--- config.mk ---
export PLATFORM = sky130hd
export DESIGN_NAME = adpt_top
export DESIGN_NICKNAME = d
export VERILOG_FILES = /design/src/hw/adpt_pkg.sv /design/src/hw/adpt_top.sv
export SDC_FILE = /design/constraint.sdc
export NUM_CORES = 2
export LEC_CHECK = 0
export BUFFER_PORTS_ARGS = -buffer_cell sky130_fd_sc_hd__buf_4
export CAP_MARGIN = 0
export CORE_ASPECT_RATIO = 1.5
export CORE_MARGIN = 3
export CORE_UTILIZATION = 60
export CTS_CLUSTER_DIAMETER = 60
export DETAILED_ROUTE_END_ITERATION = 7
export PLACE_DENSITY = 0.84
export SLEW_MARGIN = 20
export SYNTH_ARGS = -nofsm -noshare
export SYNTH_HDL_FRONTEND = slang
export SYNTH_SLANG_ARGS = --single-unit
--- constraint.sdc ---
create_clock -name sys_clk -period 44.9 [get_ports sys_clk]
set_clock_uncertainty 0.15 [all_clocks]
set_input_delay 2.245 -clock sys_clk [delete_from_list [all_inputs] [get_ports sys_clk]]
set_output_delay 2.245 -clock sys_clk [all_outputs]
set_load 0.02 [all_outputs]
--- src/hw/adpt_pkg.sv ---
package adpt_pkg;

  localparam int unsigned DATA_W       = 16;
  localparam int unsigned CNT_W        = 14;
  localparam int unsigned CFG_W_MAX    = 12;
  localparam int unsigned FIFO_DEPTH   = 8;
  localparam int unsigned PAUSE_W      = 5;
  localparam logic [4:0]  PAUSE_MIN    = 5'h04;
  localparam logic [4:0]  PAUSE_MAX    = 5'h13;
  localparam int unsigned CLK_PERIOD_NS = 10;
  localparam logic [3:0]  POL_RESET    = 4'h0;
  localparam int unsigned POL_CS_BIT   = 0;
  localparam int unsigned POL_RD_BIT   = 1;
  localparam int unsigned POL_WR_BIT   = 2;
  localparam int unsigned POL_RS_BIT   = 3;
  localparam logic [DATA_W-1:0] DATA_RESET = 16'h0000;

  typedef enum logic [1:0] {
    ADPT_IDLE,
    ADPT_ACCESS,
    ADPT_GAP,
    ADPT_PAUSE
  } adpt_state_e;

  typedef struct packed {
    logic              is_read;
    logic              rs;
    logic [1:0]        disp;
    logic              last;
    logic [DATA_W-1:0] data;
  } adpt_req_s;

  typedef struct packed {
    adpt_state_e       st;
    logic [CNT_W-1:0]  cnt;
    logic [CNT_W-1:0]  len;
    logic [CNT_W-1:0]  up;
    logic [CNT_W-1:0]  dn;
    logic [CNT_W-1:0]  smp;
    adpt_req_s         cur;
    logic [DATA_W-1:0] sy1;
    logic [DATA_W-1:0] sy2;
    logic [1:0]        pipe;
    logic [DATA_W-1:0] rdata;
    logic              rvalid;
    logic [1:0]        cs_a;
    logic [1:0]        rd_a;
    logic [1:0]        wr_a;
    logic              rs_a;
    logic [DATA_W-1:0] dout;
    logic              oe_n;
    logic [1:0]        disp;
  } adpt_st_s;

endpackage : adpt_pkg

--- src/hw/adpt_top.sv ---
// Contract
// - read period is ceil of period over clock
// - write period is ceil of period over clock
// - read release at half-cycle ceil point
// - read assert at half-cycle ceil point
// - write release at half-cycle ceil point
// - write assert at half-cycle ceil point
// - read strobe active only from up to down
// - write strobe active only from up to down
// - read controls stable across whole period
// - write controls stable across whole period
// - write data held through whole period
// - each control pin has programmable polarity
// - timing values come from software settings
// - back-to-back accesses repeat at exact period
// - type 1 and type 2, system 80/68k
// - single mode: one idle period after access
// - pause of 4 to 19 cycles between bursts
// - n read wait states stretch read to n+1 periods
`timescale 1ns/10ps

module adpt_fifo #(
  parameter int unsigned W     = 8,
  parameter int unsigned DEPTH = 8
) (
  input  wire logic         sys_clk,
  input  wire logic         reset,
  input  wire logic         s_valid,
  output logic              s_ready,
  input  wire logic [W-1:0] s_data,
  output logic              m_valid,
  input  wire logic         m_ready,
  output logic [W-1:0]      m_data
);
  localparam int unsigned AW = $clog2(DEPTH);

  if (DEPTH < 2 || (DEPTH & (DEPTH - 1)) != 0) begin : g_chk
    $error("fifo depth must be a power of two of at least 2");
  end

  typedef struct packed {
    logic [AW:0] wp;
    logic [AW:0] rp;
  } adpt_fptr_s;

  adpt_fptr_s q_r;
  adpt_fptr_s q_nxt;
  logic [W-1:0] mem [DEPTH];

  assign s_ready = !((q_r.wp[AW] != q_r.rp[AW]) && (q_r.wp[AW-1:0] == q_r.rp[AW-1:0]));
  assign m_valid = (q_r.wp != q_r.rp);
  assign m_data  = mem[q_r.rp[AW-1:0]];

  always_comb begin
    q_nxt = q_r;
    if (s_valid && s_ready) begin
      q_nxt.wp = q_r.wp + 1'b1;
    end
    if (m_valid && m_ready) begin
      q_nxt.rp = q_r.rp + 1'b1;
    end
  end

  always_ff @(posedge sys_clk) begin
    if (reset) begin
      q_r <= '0;
    end else begin
      q_r <= q_nxt;
    end
    if (s_valid && s_ready) begin
      mem[q_r.wp[AW-1:0]] <= s_data;
    end
  end
endmodule : adpt_fifo

module adpt_top #(
  parameter int unsigned CFG_W = 10
) (
  input  wire logic                           sys_clk,
  input  wire logic                           reset,
  input  wire logic                           req_valid,
  output logic                                req_ready,
  input  wire adpt_pkg::adpt_req_s            req_data,
  output logic                                rdata_valid,
  output logic [adpt_pkg::DATA_W-1:0]         rdata,
  input  wire logic [CFG_W-1:0]               read_period_setting,
  input  wire logic [CFG_W-1:0]               write_period_setting,
  input  wire logic [CFG_W-1:0]               fast_clock_period_setting,
  input  wire logic [CFG_W-1:0]               read_assert_setting,
  input  wire logic [CFG_W-1:0]               read_release_setting,
  input  wire logic [CFG_W-1:0]               write_assert_setting,
  input  wire logic [CFG_W-1:0]               write_release_setting,
  input  wire logic [CFG_W-1:0]               read_sample_setting,
  input  wire logic [3:0]                     display_signal_polarity_reg,
  input  wire logic                           mode_68k,
  input  wire logic                           type2_sel,
  input  wire logic                           single_access,
  input  wire logic [adpt_pkg::PAUSE_W-1:0]   pause_cycles,
  input  wire logic [1:0]                     read_wait_states,
  output logic                                busy,
  output logic [1:0]                          cs_pin,
  output logic [1:0]                          rd_pin,
  output logic [1:0]                          wr_pin,
  output logic                                rs_pin,
  output logic [1:0]                          disp_sel,
  output logic [adpt_pkg::DATA_W-1:0]         data_o,
  output logic                                data_oe_n,
  input  wire logic [adpt_pkg::DATA_W-1:0]    data_i
);
  import adpt_pkg::*;

  if (CFG_W < 2 || CFG_W > CFG_W_MAX) begin : g_chk
    $error("setting width out of range");
  end

  adpt_st_s  q_r;
  adpt_st_s  q_nxt;
  adpt_req_s f_data;
  logic      f_valid;
  logic      f_pop;

  adpt_fifo #(
    .W     ($bits(adpt_req_s)),
    .DEPTH (FIFO_DEPTH)
  ) u_fifo (
    .sys_clk (sys_clk),
    .reset   (reset),
    .s_valid (req_valid),
    .s_ready (req_ready),
    .s_data  (req_data),
    .m_valid (f_valid),
    .m_ready (f_pop),
    .m_data  (f_data)
  );

  function automatic logic [CNT_W-1:0] cdiv(input logic [CNT_W-1:0] a, input logic [CNT_W-1:0] b);
    logic [CNT_W-1:0] bb;
    bb = (b == '0) ? CNT_W'(1) : b;
    return CNT_W'((a + bb - CNT_W'(1)) / bb);
  endfunction : cdiv

  logic [CNT_W-1:0] per_c;
  logic [CNT_W-1:0] base_rd;
  logic [CNT_W-1:0] base_wr;
  logic [CNT_W-1:0] pause_len;
  logic [2:0]       wait_n;

  always_comb begin
    per_c   = CNT_W'(fast_clock_period_setting);
    base_rd = cdiv(CNT_W'(read_period_setting), per_c);
    base_wr = cdiv(CNT_W'(write_period_setting), per_c);
    if (base_rd == '0) begin
      base_rd = CNT_W'(1);
    end
    if (base_wr == '0) begin
      base_wr = CNT_W'(1);
    end
    wait_n    = 3'(read_wait_states) + 3'h1;
    pause_len = CNT_W'(pause_cycles);
    if (pause_cycles < PAUSE_MIN) begin
      pause_len = CNT_W'(PAUSE_MIN);
    end else if (pause_cycles > PAUSE_MAX) begin
      pause_len = CNT_W'(PAUSE_MAX);
    end
  end

  logic             last_cyc;
  logic             start;
  logic             acc;
  logic             rd_acc;
  logic [CNT_W-1:0] base;
  logic [CNT_W-1:0] xtra;
  logic [CNT_W:0]   slot [2];
  logic [1:0]       stb;

  always_comb begin
    q_nxt        = q_r;
    q_nxt.sy1    = data_i;
    q_nxt.sy2    = q_r.sy1;
    q_nxt.pipe   = {q_r.pipe[0], 1'b0};
    q_nxt.rvalid = 1'b0;
    f_pop        = 1'b0;
    start        = 1'b0;
    base         = '0;
    xtra         = '0;
    last_cyc     = (q_r.cnt == q_r.len - CNT_W'(1));
    if (q_r.pipe[1]) begin
      q_nxt.rdata  = q_r.sy2;
      q_nxt.rvalid = 1'b1;
    end
    case (q_r.st)
      ADPT_IDLE: begin
        start = f_valid;
      end
      ADPT_ACCESS: begin
        if (q_r.cur.is_read && q_r.cnt == q_r.smp) begin
          q_nxt.pipe[0] = 1'b1;
        end
        if (!last_cyc) begin
          q_nxt.cnt = q_r.cnt + CNT_W'(1);
        end else if (single_access) begin
          q_nxt.st  = ADPT_GAP;
          q_nxt.cnt = '0;
        end else if (q_r.cur.last || (f_valid && f_data.disp != q_r.cur.disp)) begin
          q_nxt.st  = ADPT_PAUSE;
          q_nxt.cnt = '0;
        end else if (f_valid) begin
          start = 1'b1;
        end else begin
          q_nxt.st = ADPT_IDLE;
        end
      end
      ADPT_GAP: begin
        q_nxt.cnt = q_r.cnt + CNT_W'(1);
        if (last_cyc) begin
          q_nxt.cnt = '0;
          if (q_r.cur.last || (f_valid && f_data.disp != q_r.cur.disp)) begin
            q_nxt.st = ADPT_PAUSE;
          end else begin
            q_nxt.st = ADPT_IDLE;
            start    = f_valid;
          end
        end
      end
      ADPT_PAUSE: begin
        q_nxt.cnt = q_r.cnt + CNT_W'(1);
        if (q_r.cnt >= pause_len - CNT_W'(1)) begin
          q_nxt.st = ADPT_IDLE;
          start    = f_valid;
        end
      end
      default: begin
        q_nxt.st = ADPT_IDLE;
      end
    endcase
    if (start) begin
      f_pop     = 1'b1;
      q_nxt.st  = ADPT_ACCESS;
      q_nxt.cnt = '0;
      q_nxt.cur = f_data;
      if (f_data.is_read) begin
        base      = base_rd;
        xtra      = CNT_W'(base_rd * (wait_n - 3'h1));
        q_nxt.len = CNT_W'(base_rd * wait_n);
        q_nxt.up  = cdiv(CNT_W'({read_assert_setting, 1'b0}), per_c);
        q_nxt.dn  = cdiv(CNT_W'({read_release_setting, 1'b0}), per_c);
        q_nxt.smp = cdiv(CNT_W'(read_sample_setting), per_c) + xtra;
        q_nxt.dn  = q_nxt.dn + CNT_W'({xtra, 1'b0});
      end else begin
        base      = base_wr;
        q_nxt.len = base_wr;
        q_nxt.up  = cdiv(CNT_W'({write_assert_setting, 1'b0}), per_c);
        q_nxt.dn  = cdiv(CNT_W'({write_release_setting, 1'b0}), per_c);
        q_nxt.smp = '0;
      end
      if (q_nxt.smp >= q_nxt.len) begin
        q_nxt.smp = q_nxt.len - CNT_W'(1);
      end
      if (base == '0) begin
        q_nxt.len = CNT_W'(1);
      end
    end
    acc     = (q_nxt.st == ADPT_ACCESS);
    rd_acc  = acc && q_nxt.cur.is_read;
    slot[0] = {q_nxt.cnt, 1'b0};
    slot[1] = {q_nxt.cnt, 1'b1};
    for (int i = 0; i < 2; i++) begin
      stb[i] = acc && ({1'b0, q_nxt.up} <= slot[i]) && (slot[i] < {1'b0, q_nxt.dn});
    end
    if (!type2_sel) begin
      q_nxt.cs_a = stb;
      q_nxt.rd_a = {2{rd_acc}};
      q_nxt.wr_a = mode_68k ? {2{acc}} : {2{acc && !q_nxt.cur.is_read}};
    end else begin
      q_nxt.cs_a = {2{acc}};
      q_nxt.rd_a = mode_68k ? {2{rd_acc}} : (stb & {2{rd_acc}});
      q_nxt.wr_a = mode_68k ? stb : (stb & {2{acc && !q_nxt.cur.is_read}});
    end
    q_nxt.rs_a = acc && q_nxt.cur.rs;
    q_nxt.disp = acc ? q_nxt.cur.disp : q_r.disp;
    q_nxt.oe_n = !(acc && !q_nxt.cur.is_read);
    if (acc && !q_nxt.cur.is_read) begin
      q_nxt.dout = q_nxt.cur.data;
    end
  end

  always_ff @(posedge sys_clk) begin
    if (reset) begin
      q_r      <= '0;
      q_r.st   <= ADPT_IDLE;
      q_r.oe_n <= 1'b1;
      q_r.dout <= DATA_RESET;
    end else begin
      q_r <= q_nxt;
    end
  end

  // pins: active level xnor polarity, zero means active low
  assign cs_pin      = ~(q_r.cs_a ^ {2{display_signal_polarity_reg[POL_CS_BIT]}});
  assign rd_pin      = ~(q_r.rd_a ^ {2{display_signal_polarity_reg[POL_RD_BIT]}});
  assign wr_pin      = ~(q_r.wr_a ^ {2{display_signal_polarity_reg[POL_WR_BIT]}});
  assign rs_pin      = ~(q_r.rs_a ^ display_signal_polarity_reg[POL_RS_BIT]);
  assign disp_sel    = q_r.disp;
  assign data_o      = q_r.dout;
  assign data_oe_n   = q_r.oe_n;
  assign rdata       = q_r.rdata;
  assign rdata_valid = q_r.rvalid;
  assign busy        = (q_r.st != ADPT_IDLE) || f_valid;

  // checks
  logic [CNT_W-1:0] ref_rd_len;
  assign ref_rd_len = CNT_W'(base_rd * wait_n);

  rd_len_a: assert property (@(posedge sys_clk) disable iff (reset)
    (q_r.st == ADPT_ACCESS && q_r.cnt == '0 && q_r.cur.is_read) |-> q_r.len == ref_rd_len)
    else $error("read period length wrong");

  wr_len_a: assert property (@(posedge sys_clk) disable iff (reset)
    (q_r.st == ADPT_ACCESS && q_r.cnt == '0 && !q_r.cur.is_read) |-> q_r.len == base_wr)
    else $error("write period length wrong");

  strobe_win_a: assert property (@(posedge sys_clk) disable iff (reset)
    (q_r.st == ADPT_ACCESS && !q_r.cur.is_read && type2_sel && !mode_68k) |->
      q_r.wr_a[0] == (({1'b0, q_r.up} <= {q_r.cnt, 1'b0}) && ({q_r.cnt, 1'b0} < {1'b0, q_r.dn})))
    else $error("write strobe outside window");

  back_back_a: assert property (@(posedge sys_clk) disable iff (reset)
    (q_r.st == ADPT_ACCESS && last_cyc && start) |=> (q_r.st == ADPT_ACCESS && q_r.cnt == '0))
    else $error("back to back access delayed");

  single_gap_a: assert property (@(posedge sys_clk) disable iff (reset)
    (q_r.st == ADPT_ACCESS && last_cyc && single_access) |=> (q_r.cs_a == 2'b00 && q_r.rd_a == 2'b00))
    else $error("controls active in single gap");

  burst_pause_a: assert property (@(posedge sys_clk) disable iff (reset)
    (q_r.st == ADPT_ACCESS && last_cyc && !single_access && q_r.cur.last) |=>
      (q_r.st == ADPT_PAUSE && q_r.cs_a == 2'b00) [*4])
    else $error("pause shorter than four cycles");

  wdata_hold_a: assert property (@(posedge sys_clk) disable iff (reset)
    (q_r.st == ADPT_ACCESS && !q_r.cur.is_read && q_r.cnt != '0) |-> ($stable(data_o) && !data_oe_n))
    else $error("write data moved inside period");

  ctrl_stable_a: assert property (@(posedge sys_clk) disable iff (reset)
    (q_r.st == ADPT_ACCESS && q_r.cnt != '0) |-> ($stable(rs_pin) && $stable(disp_sel)))
    else $error("controls moved inside period");

  sample_pt_a: assert property (@(posedge sys_clk) disable iff (reset)
    (q_r.st == ADPT_ACCESS && q_r.cur.is_read && q_r.cnt == q_r.smp) |-> ##3 rdata_valid)
    else $error("read sample not returned");

  idle_pol_a: assert property (@(posedge sys_clk) disable iff (reset)
    (q_r.st == ADPT_IDLE) |-> (cs_pin == {2{~display_signal_polarity_reg[POL_CS_BIT]}}))
    else $error("idle chip select level wrong");

  type2_cs_a: assert property (@(posedge sys_clk) disable iff (reset)
    (q_r.st == ADPT_ACCESS && type2_sel) |-> q_r.cs_a == 2'b11)
    else $error("type 2 chip select dropped");
endmodule : adpt_top
After elaboration in Yosys (flattened, before gate mapping):

Memory sizes are Yosys's and may differ from the RTL's. A register that Yosys moved wholly into a read port is not among the register bits.
Cells that the tools add are included.

* bits in registers: 178
* bits in latches: 0
* memory bits (writable): 168
* memory bits (read-only): 0
* input port bits: 134
* output and inout port bits: 45
* logic and storage cells: 156
* memories: 1

* add/subtract/negate cells: 24
* $mul: 2
* div/mod/pow operators: 7
* $lt $le $gt $ge: 8
* eq/ne operators: 10
* shift operators: 0
* multiplexer cells: 42
* bitwise logic cells: 11
* reduce and logical (&&, ||, !) cells: 25

Memory list
* u_fifo.mem: depth 8, bits a word 21, read ports 1, clocked after Yosys merged registers in 1, write ports 1, RTL line adpt_top.sv:48 `logic [W-1:0] mem [DEPTH];`

Operators with widths (count)
* $mux 14: 8
* $mux 56: 2
* $sub 14x1->14 const B: 8
* $div 14x14->14: 7
* $mux 93: 1
* $logic_not 14->1: 4
* $pmux 16 s3: 1
* $add 11x14->14: 3
* $mux 16: 2
* $le 14x15->1: 2
* $lt 15x14->1: 2
* $add 10x14->14: 2
* $add 14x14->14: 2
* $eq 14x14->1: 2
* $ge 14x14->1: 2
* $mux 10: 2
* $mux 2: 8
* $add 14x1->14 const B: 1
* $mul 14x3->14: 1
* $mul 14x4->14: 1
* $sub 12x1->13 const B: 1
* $add 11x10->12: 1
* $logic_and 1x1->1: 12
* $mux 1: 12
* other kinds (28): 42

Depth between registers and ports, before layout:

* depth after elaboration: 20
* depth in mapped cells: 187

Hierarchy:

A second synthesis with hierarchy kept.

* cell total of the unflattened synthesis: 6515
* area total of the unflattened synthesis: 51842.2 um2

By module, submodules not included
* adpt_top: instances 1, cells each 6187, area each 44779.2 um2, seq. area each 3403.3 um2
* adpt_fifo: instances 1, cells each 328, area each 7063.0 um2, seq. area each 5265.0 um2

Worst setup path after synthesis:

Ideal clock, no wire load.

* path type: in2reg
* start point: input fast_clock_period_setting[3]
* end point: register q_r[103] in the netlist's numbering
* setup time: 0.091 ns
* arrival time: 37.772 ns
* data required time: 44.659 ns
* path slack: 6.887 ns
* stages: 175
* cell sequence: nor3_1 > a31oi_1 > ha_1 > inv_1 > ha_1 > fa_1 > a21o_1 > a21oi_1 > o21bai_1 > a21oi_1 > o21a_1 > ha_1 > a21oi_1 > a21oi_1 > ha_1 > o21a_1 > o21ai_0 > nor2_1 > (+139 left out) > nor2b_1 > o21a_1 > nor2_1 > maj3_1 > a21oi_1 > a21o_1 > a21oi_1 > xor2_1 > nor2_1 > ha_1 > nand4_1 > nor4_1 > a211o_1 > a21oi_1 > clkbuf_1 > clkbuf_1 > a21oi_1 > a311oi_1

* cells in the longest elaborated chain, start to end: 13
* elaborated cells on any way between the ends: 25

Ends and longest elaborated chain
* start: declaration: RTL line adpt_top.sv:88 `input wire logic [CFG_W-1:0] fast_clock_period_setting,`
* $logic_not 10->1: RTL line adpt_top.sv:138 `bb = (b == '0) ? CNT_W'(1) : b;`
* $mux 10: RTL line adpt_top.sv:138
* $add 10x14->14: RTL line adpt_top.sv:139 `return CNT_W'((a + bb - CNT_W'(1)) / bb);`
* $sub 14x1->14: RTL line adpt_top.sv:139
* $div 14x14->14: RTL line adpt_top.sv:139
* $logic_not 14->1: RTL line adpt_top.sv:152 `if (base_rd == '0) begin`
* $mux 14: RTL line adpt_top.sv:152
* $mul 14x4->14: RTL line adpt_top.sv:243 `xtra = CNT_W'(base_rd * (wait_n - 3'h1));`
* $add 14x14->14: RTL line adpt_top.sv:247 `q_nxt.smp = cdiv(CNT_W'(read_sample_setting), per_c) + xtra;`
* $mux 56 (*): RTL line adpt_top.sv:241 `if (f_data.is_read) begin`
* $mux 56 (*): RTL line adpt_top.sv:236 `if (start) begin`
* $ge 14x14->1: RTL line adpt_top.sv:256 `if (q_nxt.smp >= q_nxt.len) begin`
* $mux 14 (*): RTL line adpt_top.sv:256
* end signal: assignment: RTL line adpt_top.sv:294 `q_r <= q_nxt;`
* end: declaration: RTL line adpt_top.sv:116 `adpt_st_s q_r;`

Mark *: on every way between the ends. The rest lies on a longest branch, timed or not. The select of a mux whose other input is x is not followed.
A chain may end at the register's enable or synchronous reset.

Final worst setup path:

* start point: input fast_clock_period_setting[9]
* end point: register q_r[107] in the netlist's numbering

The elaborated chain is that of the path after synthesis.

==> flow_summary.ini <==
[timing]
rsz0062_at_grt = false
fmax_mhz = 26.1
hold_ws_ns = 0.278
final_max_slew_viol_count = 0
timing.final.hold_violations = 0
finalWorstPathRequiredPeriod_ns = 38.38
final_cycle_utilization_of_the_critical_path_pct = 85.5
timing.max_slew.rel_slack_pct = 27.4
setup_viol = 0
worst_pin_slew_ns = 1.07
final.setup.tns_ns = 0

[clock_network]
clockBufferDepth = 3
clock_tree_from_tritoncts = built
cts_root_buf = clkbuf_16
resized_after_cts = 0
clk_latency_ns = 0.58
tritoncts.num_buffers = 38
post-cts-setup-buffers = 0
cts_htree_levels = 2
cts_hold_repair.buffers = 0
cts.reportedPaths.clkPinSlew_ns = 0.07
cts_sinks = 349

[critical_path]
crit_path_end_kind = flop
crit_path_start_kind = input port
critical_path_arrival_ns = 38.65
timing.critical_path.slowest_cell_delay_ns = 0.62
criticalPathCategory = in -> reg
worst_setup_path_startpoint = fast_clock_period_setting[9]
worst_path_most_repeated_cell = o21a_1
critical-path-slowest-cell = nand4_1
timing.critical_path.required_ns = 45.16
critPathMaxFanout = 31

[floorplanning]
die_x_um = 244
design.core.area_sq_um = 84100
design.die.area_sq_um = 88600
chipHeight_um = 363
placementRows = 130
floorplan.initialDensity_pct = 60.7
num_io_pins = 179

[synth]
syn_area_sq_um = 51000
ys.flop_type = dfxtp_1
synth_sequential_area_ratio_pct = 17.0
synth-seq-cells = 349
syn_avg_cell_area_sq_um = 8.03
yosysWarningCount = 0
synth_cell_types = 120
synth-async-reset-ratio_pct = 0
postSynthCellCount = 6353
post_synth_edffs = 168

[status]
status = finished, final reports clean

[finish]
fin_util_pct = 65.2
final_layout_size_suffix_gt1_share_pct = 9.66
final_cell_count_no_fill = 7608
nNetsFinal = 7472
area.growth.synth_to_final_pct = 7.42

[place]
routabilityCongestion = 0.971
placed_cell_count = 7534
dp_hpwl_mm = 117
port_buffers = 178

[worst_hold_path]
min-delay-start = q_nxt[54]$_SDFF_PP0_
hold_path.class = reg -> reg

[routing]
detail_route.wirelength_mm = 154
residual_drc_count = 0
drtAntennaViolNets = 0
vias_per_inst = 6.52
dr.pass1.iters = 6
routed_wire_length_per_instance_um = 20.2
drtIter0Drc = 3780
vias = 49634

[global_route]
global_router_s_overall_resource_usage_pct = 33.5
first_global_vias = 49099
grt_first_pass_wirelength_mm = 244
sum_of_overflow_across_all_layers_after_global_routing = 0
grt_start_max_net_pins = 100
grt_antenna_before_repair = 7

[flow_run]
max-cap-violations = 0
layout make-up:
class,count,area (sq um)
timing repair buffer,244,1860
tap,1122,1400
fill,6952,29300
sequential,349,8670
antenna,4,10.0
inverter,459,1730
multi-input combinational,5360,39900
clock inverter,13,151
clock buffer,57,1110
stage by stage:
| step | instance area, sq um | setup WS (ns) |
|---|---|---|
| after global placement | 53500 | 7.31 |
| final | 54800 | 6.52 |
| after floorplan | 51000 | 6.89 |
| after global routing | 54800 | 3.48 |
| after detailed placement | 53500 | 6.29 |
| after CTS | 54800 | 6.76 |
synthesized netlist by cell type, types with 16 or more instances:
| cell | count | area (sq um) |
|---|---|---|
| ha_1 | 843 | 10500 |
| o21a_1 | 237 | 1780 |
| nor4_1 | 19 | 119 |
| nand2_1 | 473 | 1780 |
| mux2i_1 | 89 | 891 |
| and2_1 | 47 | 294 |
| nand2b_1 | 69 | 432 |
| buf_1 | 16 | 60.1 |
| xor2_1 | 133 | 1160 |
| nor3b_1 | 16 | 120 |
| nand4_1 | 48 | 300 |
| o22ai_1 | 19 | 119 |
| mux4_2 | 42 | 946 |
| a21oi_1 | 455 | 2280 |
| or2_2 | 37 | 231 |
| or3_1 | 57 | 357 |
| buf_4 | 37 | 278 |
| inv_1 | 450 | 1690 |
| nor2_1 | 636 | 2390 |
| o21ai_1 | 22 | 110 |
| o2111ai_1 | 21 | 184 |
| a31oi_1 | 46 | 288 |
| nor2b_1 | 115 | 719 |
| a21o_1 | 183 | 1370 |
| fa_1 | 43 | 861 |
| nand3_1 | 87 | 435 |
| dfxtp_1 | 181 | 3620 |
| o21ai_0 | 340 | 1700 |
| and3_1 | 51 | 319 |
| o21bai_1 | 36 | 270 |
| o31a_1 | 19 | 166 |
| a31o_2 | 17 | 149 |
| o31ai_1 | 88 | 661 |
| a211oi_1 | 66 | 495 |
| xnor2_1 | 234 | 2050 |
| nor3_1 | 248 | 1240 |
| edfxtp_1 | 168 | 5040 |
| clkbuf_1 | 127 | 477 |
| o211ai_1 | 67 | 503 |
| mux2_2 | 135 | 1520 |
| a21boi_0 | 34 | 255 |
critical path: cells and delay by family:
kind | cells | cell delay [ns]
mux | 3 | 1.05
simple gates | 33 | 4.55
xor+xnor | 1 | 0.20
buf+inv | 11 | 2.82
fa+ha+maj | 21 | 5.98
compound gates | 106 | 21.68
logic make-up (layout without fill, tap and decap cells):
group                    count (synthesis)  count (layout)  synth area share [%]
adder cells (fa/ha/maj)                888             888                  22.4
other                                    1              11               0.00735
buffers and inverters                  650             773                  5.11
multiplexers                           267             267                  6.61
flip-flops                             349             349                  17.0
XOR/XNOR                               367             367                  6.30
AO/OA/AOI/OAI                         1837            1837                  23.9
AND/OR/NAND/NOR                       1994            1994                  18.7
layout by cell type (no fill, tap or decap), types with 45 or more instances in the layout:
cell type  count
nor2_1       630
ha_1         843
inv_1        442
dfxtp_1      178
mux2_2       135
o21ai_0      340
a21o_1       183
nor2b_1      115
o21a_1       237
and2_1        47
buf_4        242
a31oi_1       45
nand4_1       48
nand3_1       87
nand2_1      473
or3_1         57
nand2b_1      69
and3_1        51
mux2i_1       89
a21oi_1      454
o211ai_1      67
nor3_1       246
a211oi_1      66
xor2_1       133
xnor2_1      234
edfxtp_1     168
o31ai_1       87
path summary, 6_finish.rpt:
kind / endpoint / slack [ns] / cells after the start
worst max-delay path: q_r[107]$_SDFFE_PP0N_ / 6.52 / 175
worst min-delay path: q_r[54]$_SDFF_PP0_ / 0.28 / 1
worst max register to register: q_r[23]$_SDFF_PP0_ / 13.71 / 117
worst min register to register: q_r[54]$_SDFF_PP0_ / 0.28 / 1
routing by layer:
metal	vias up	share of wire [%]	track usage (%)
met5	-	0	0
met4	0	8.2	24.3
met3	745	6.8	4.59
met2	2081	48	58.9
met1	23331	37	36.9
li1	23477	-	-
state kept, by name (all words and copies together) (netlist names), named ones only:
register and cells:
data_o 16, data_oe_n 1, disp_sel 2, q_nxt 17
q_r 117, rdata 16, rdata_valid 1, u_fifo.mem 168
u_fifo.q_r 8
Power is not shown: default switching activity piles up to over one toggle a cycle in this logic, so the estimate is an artifact.
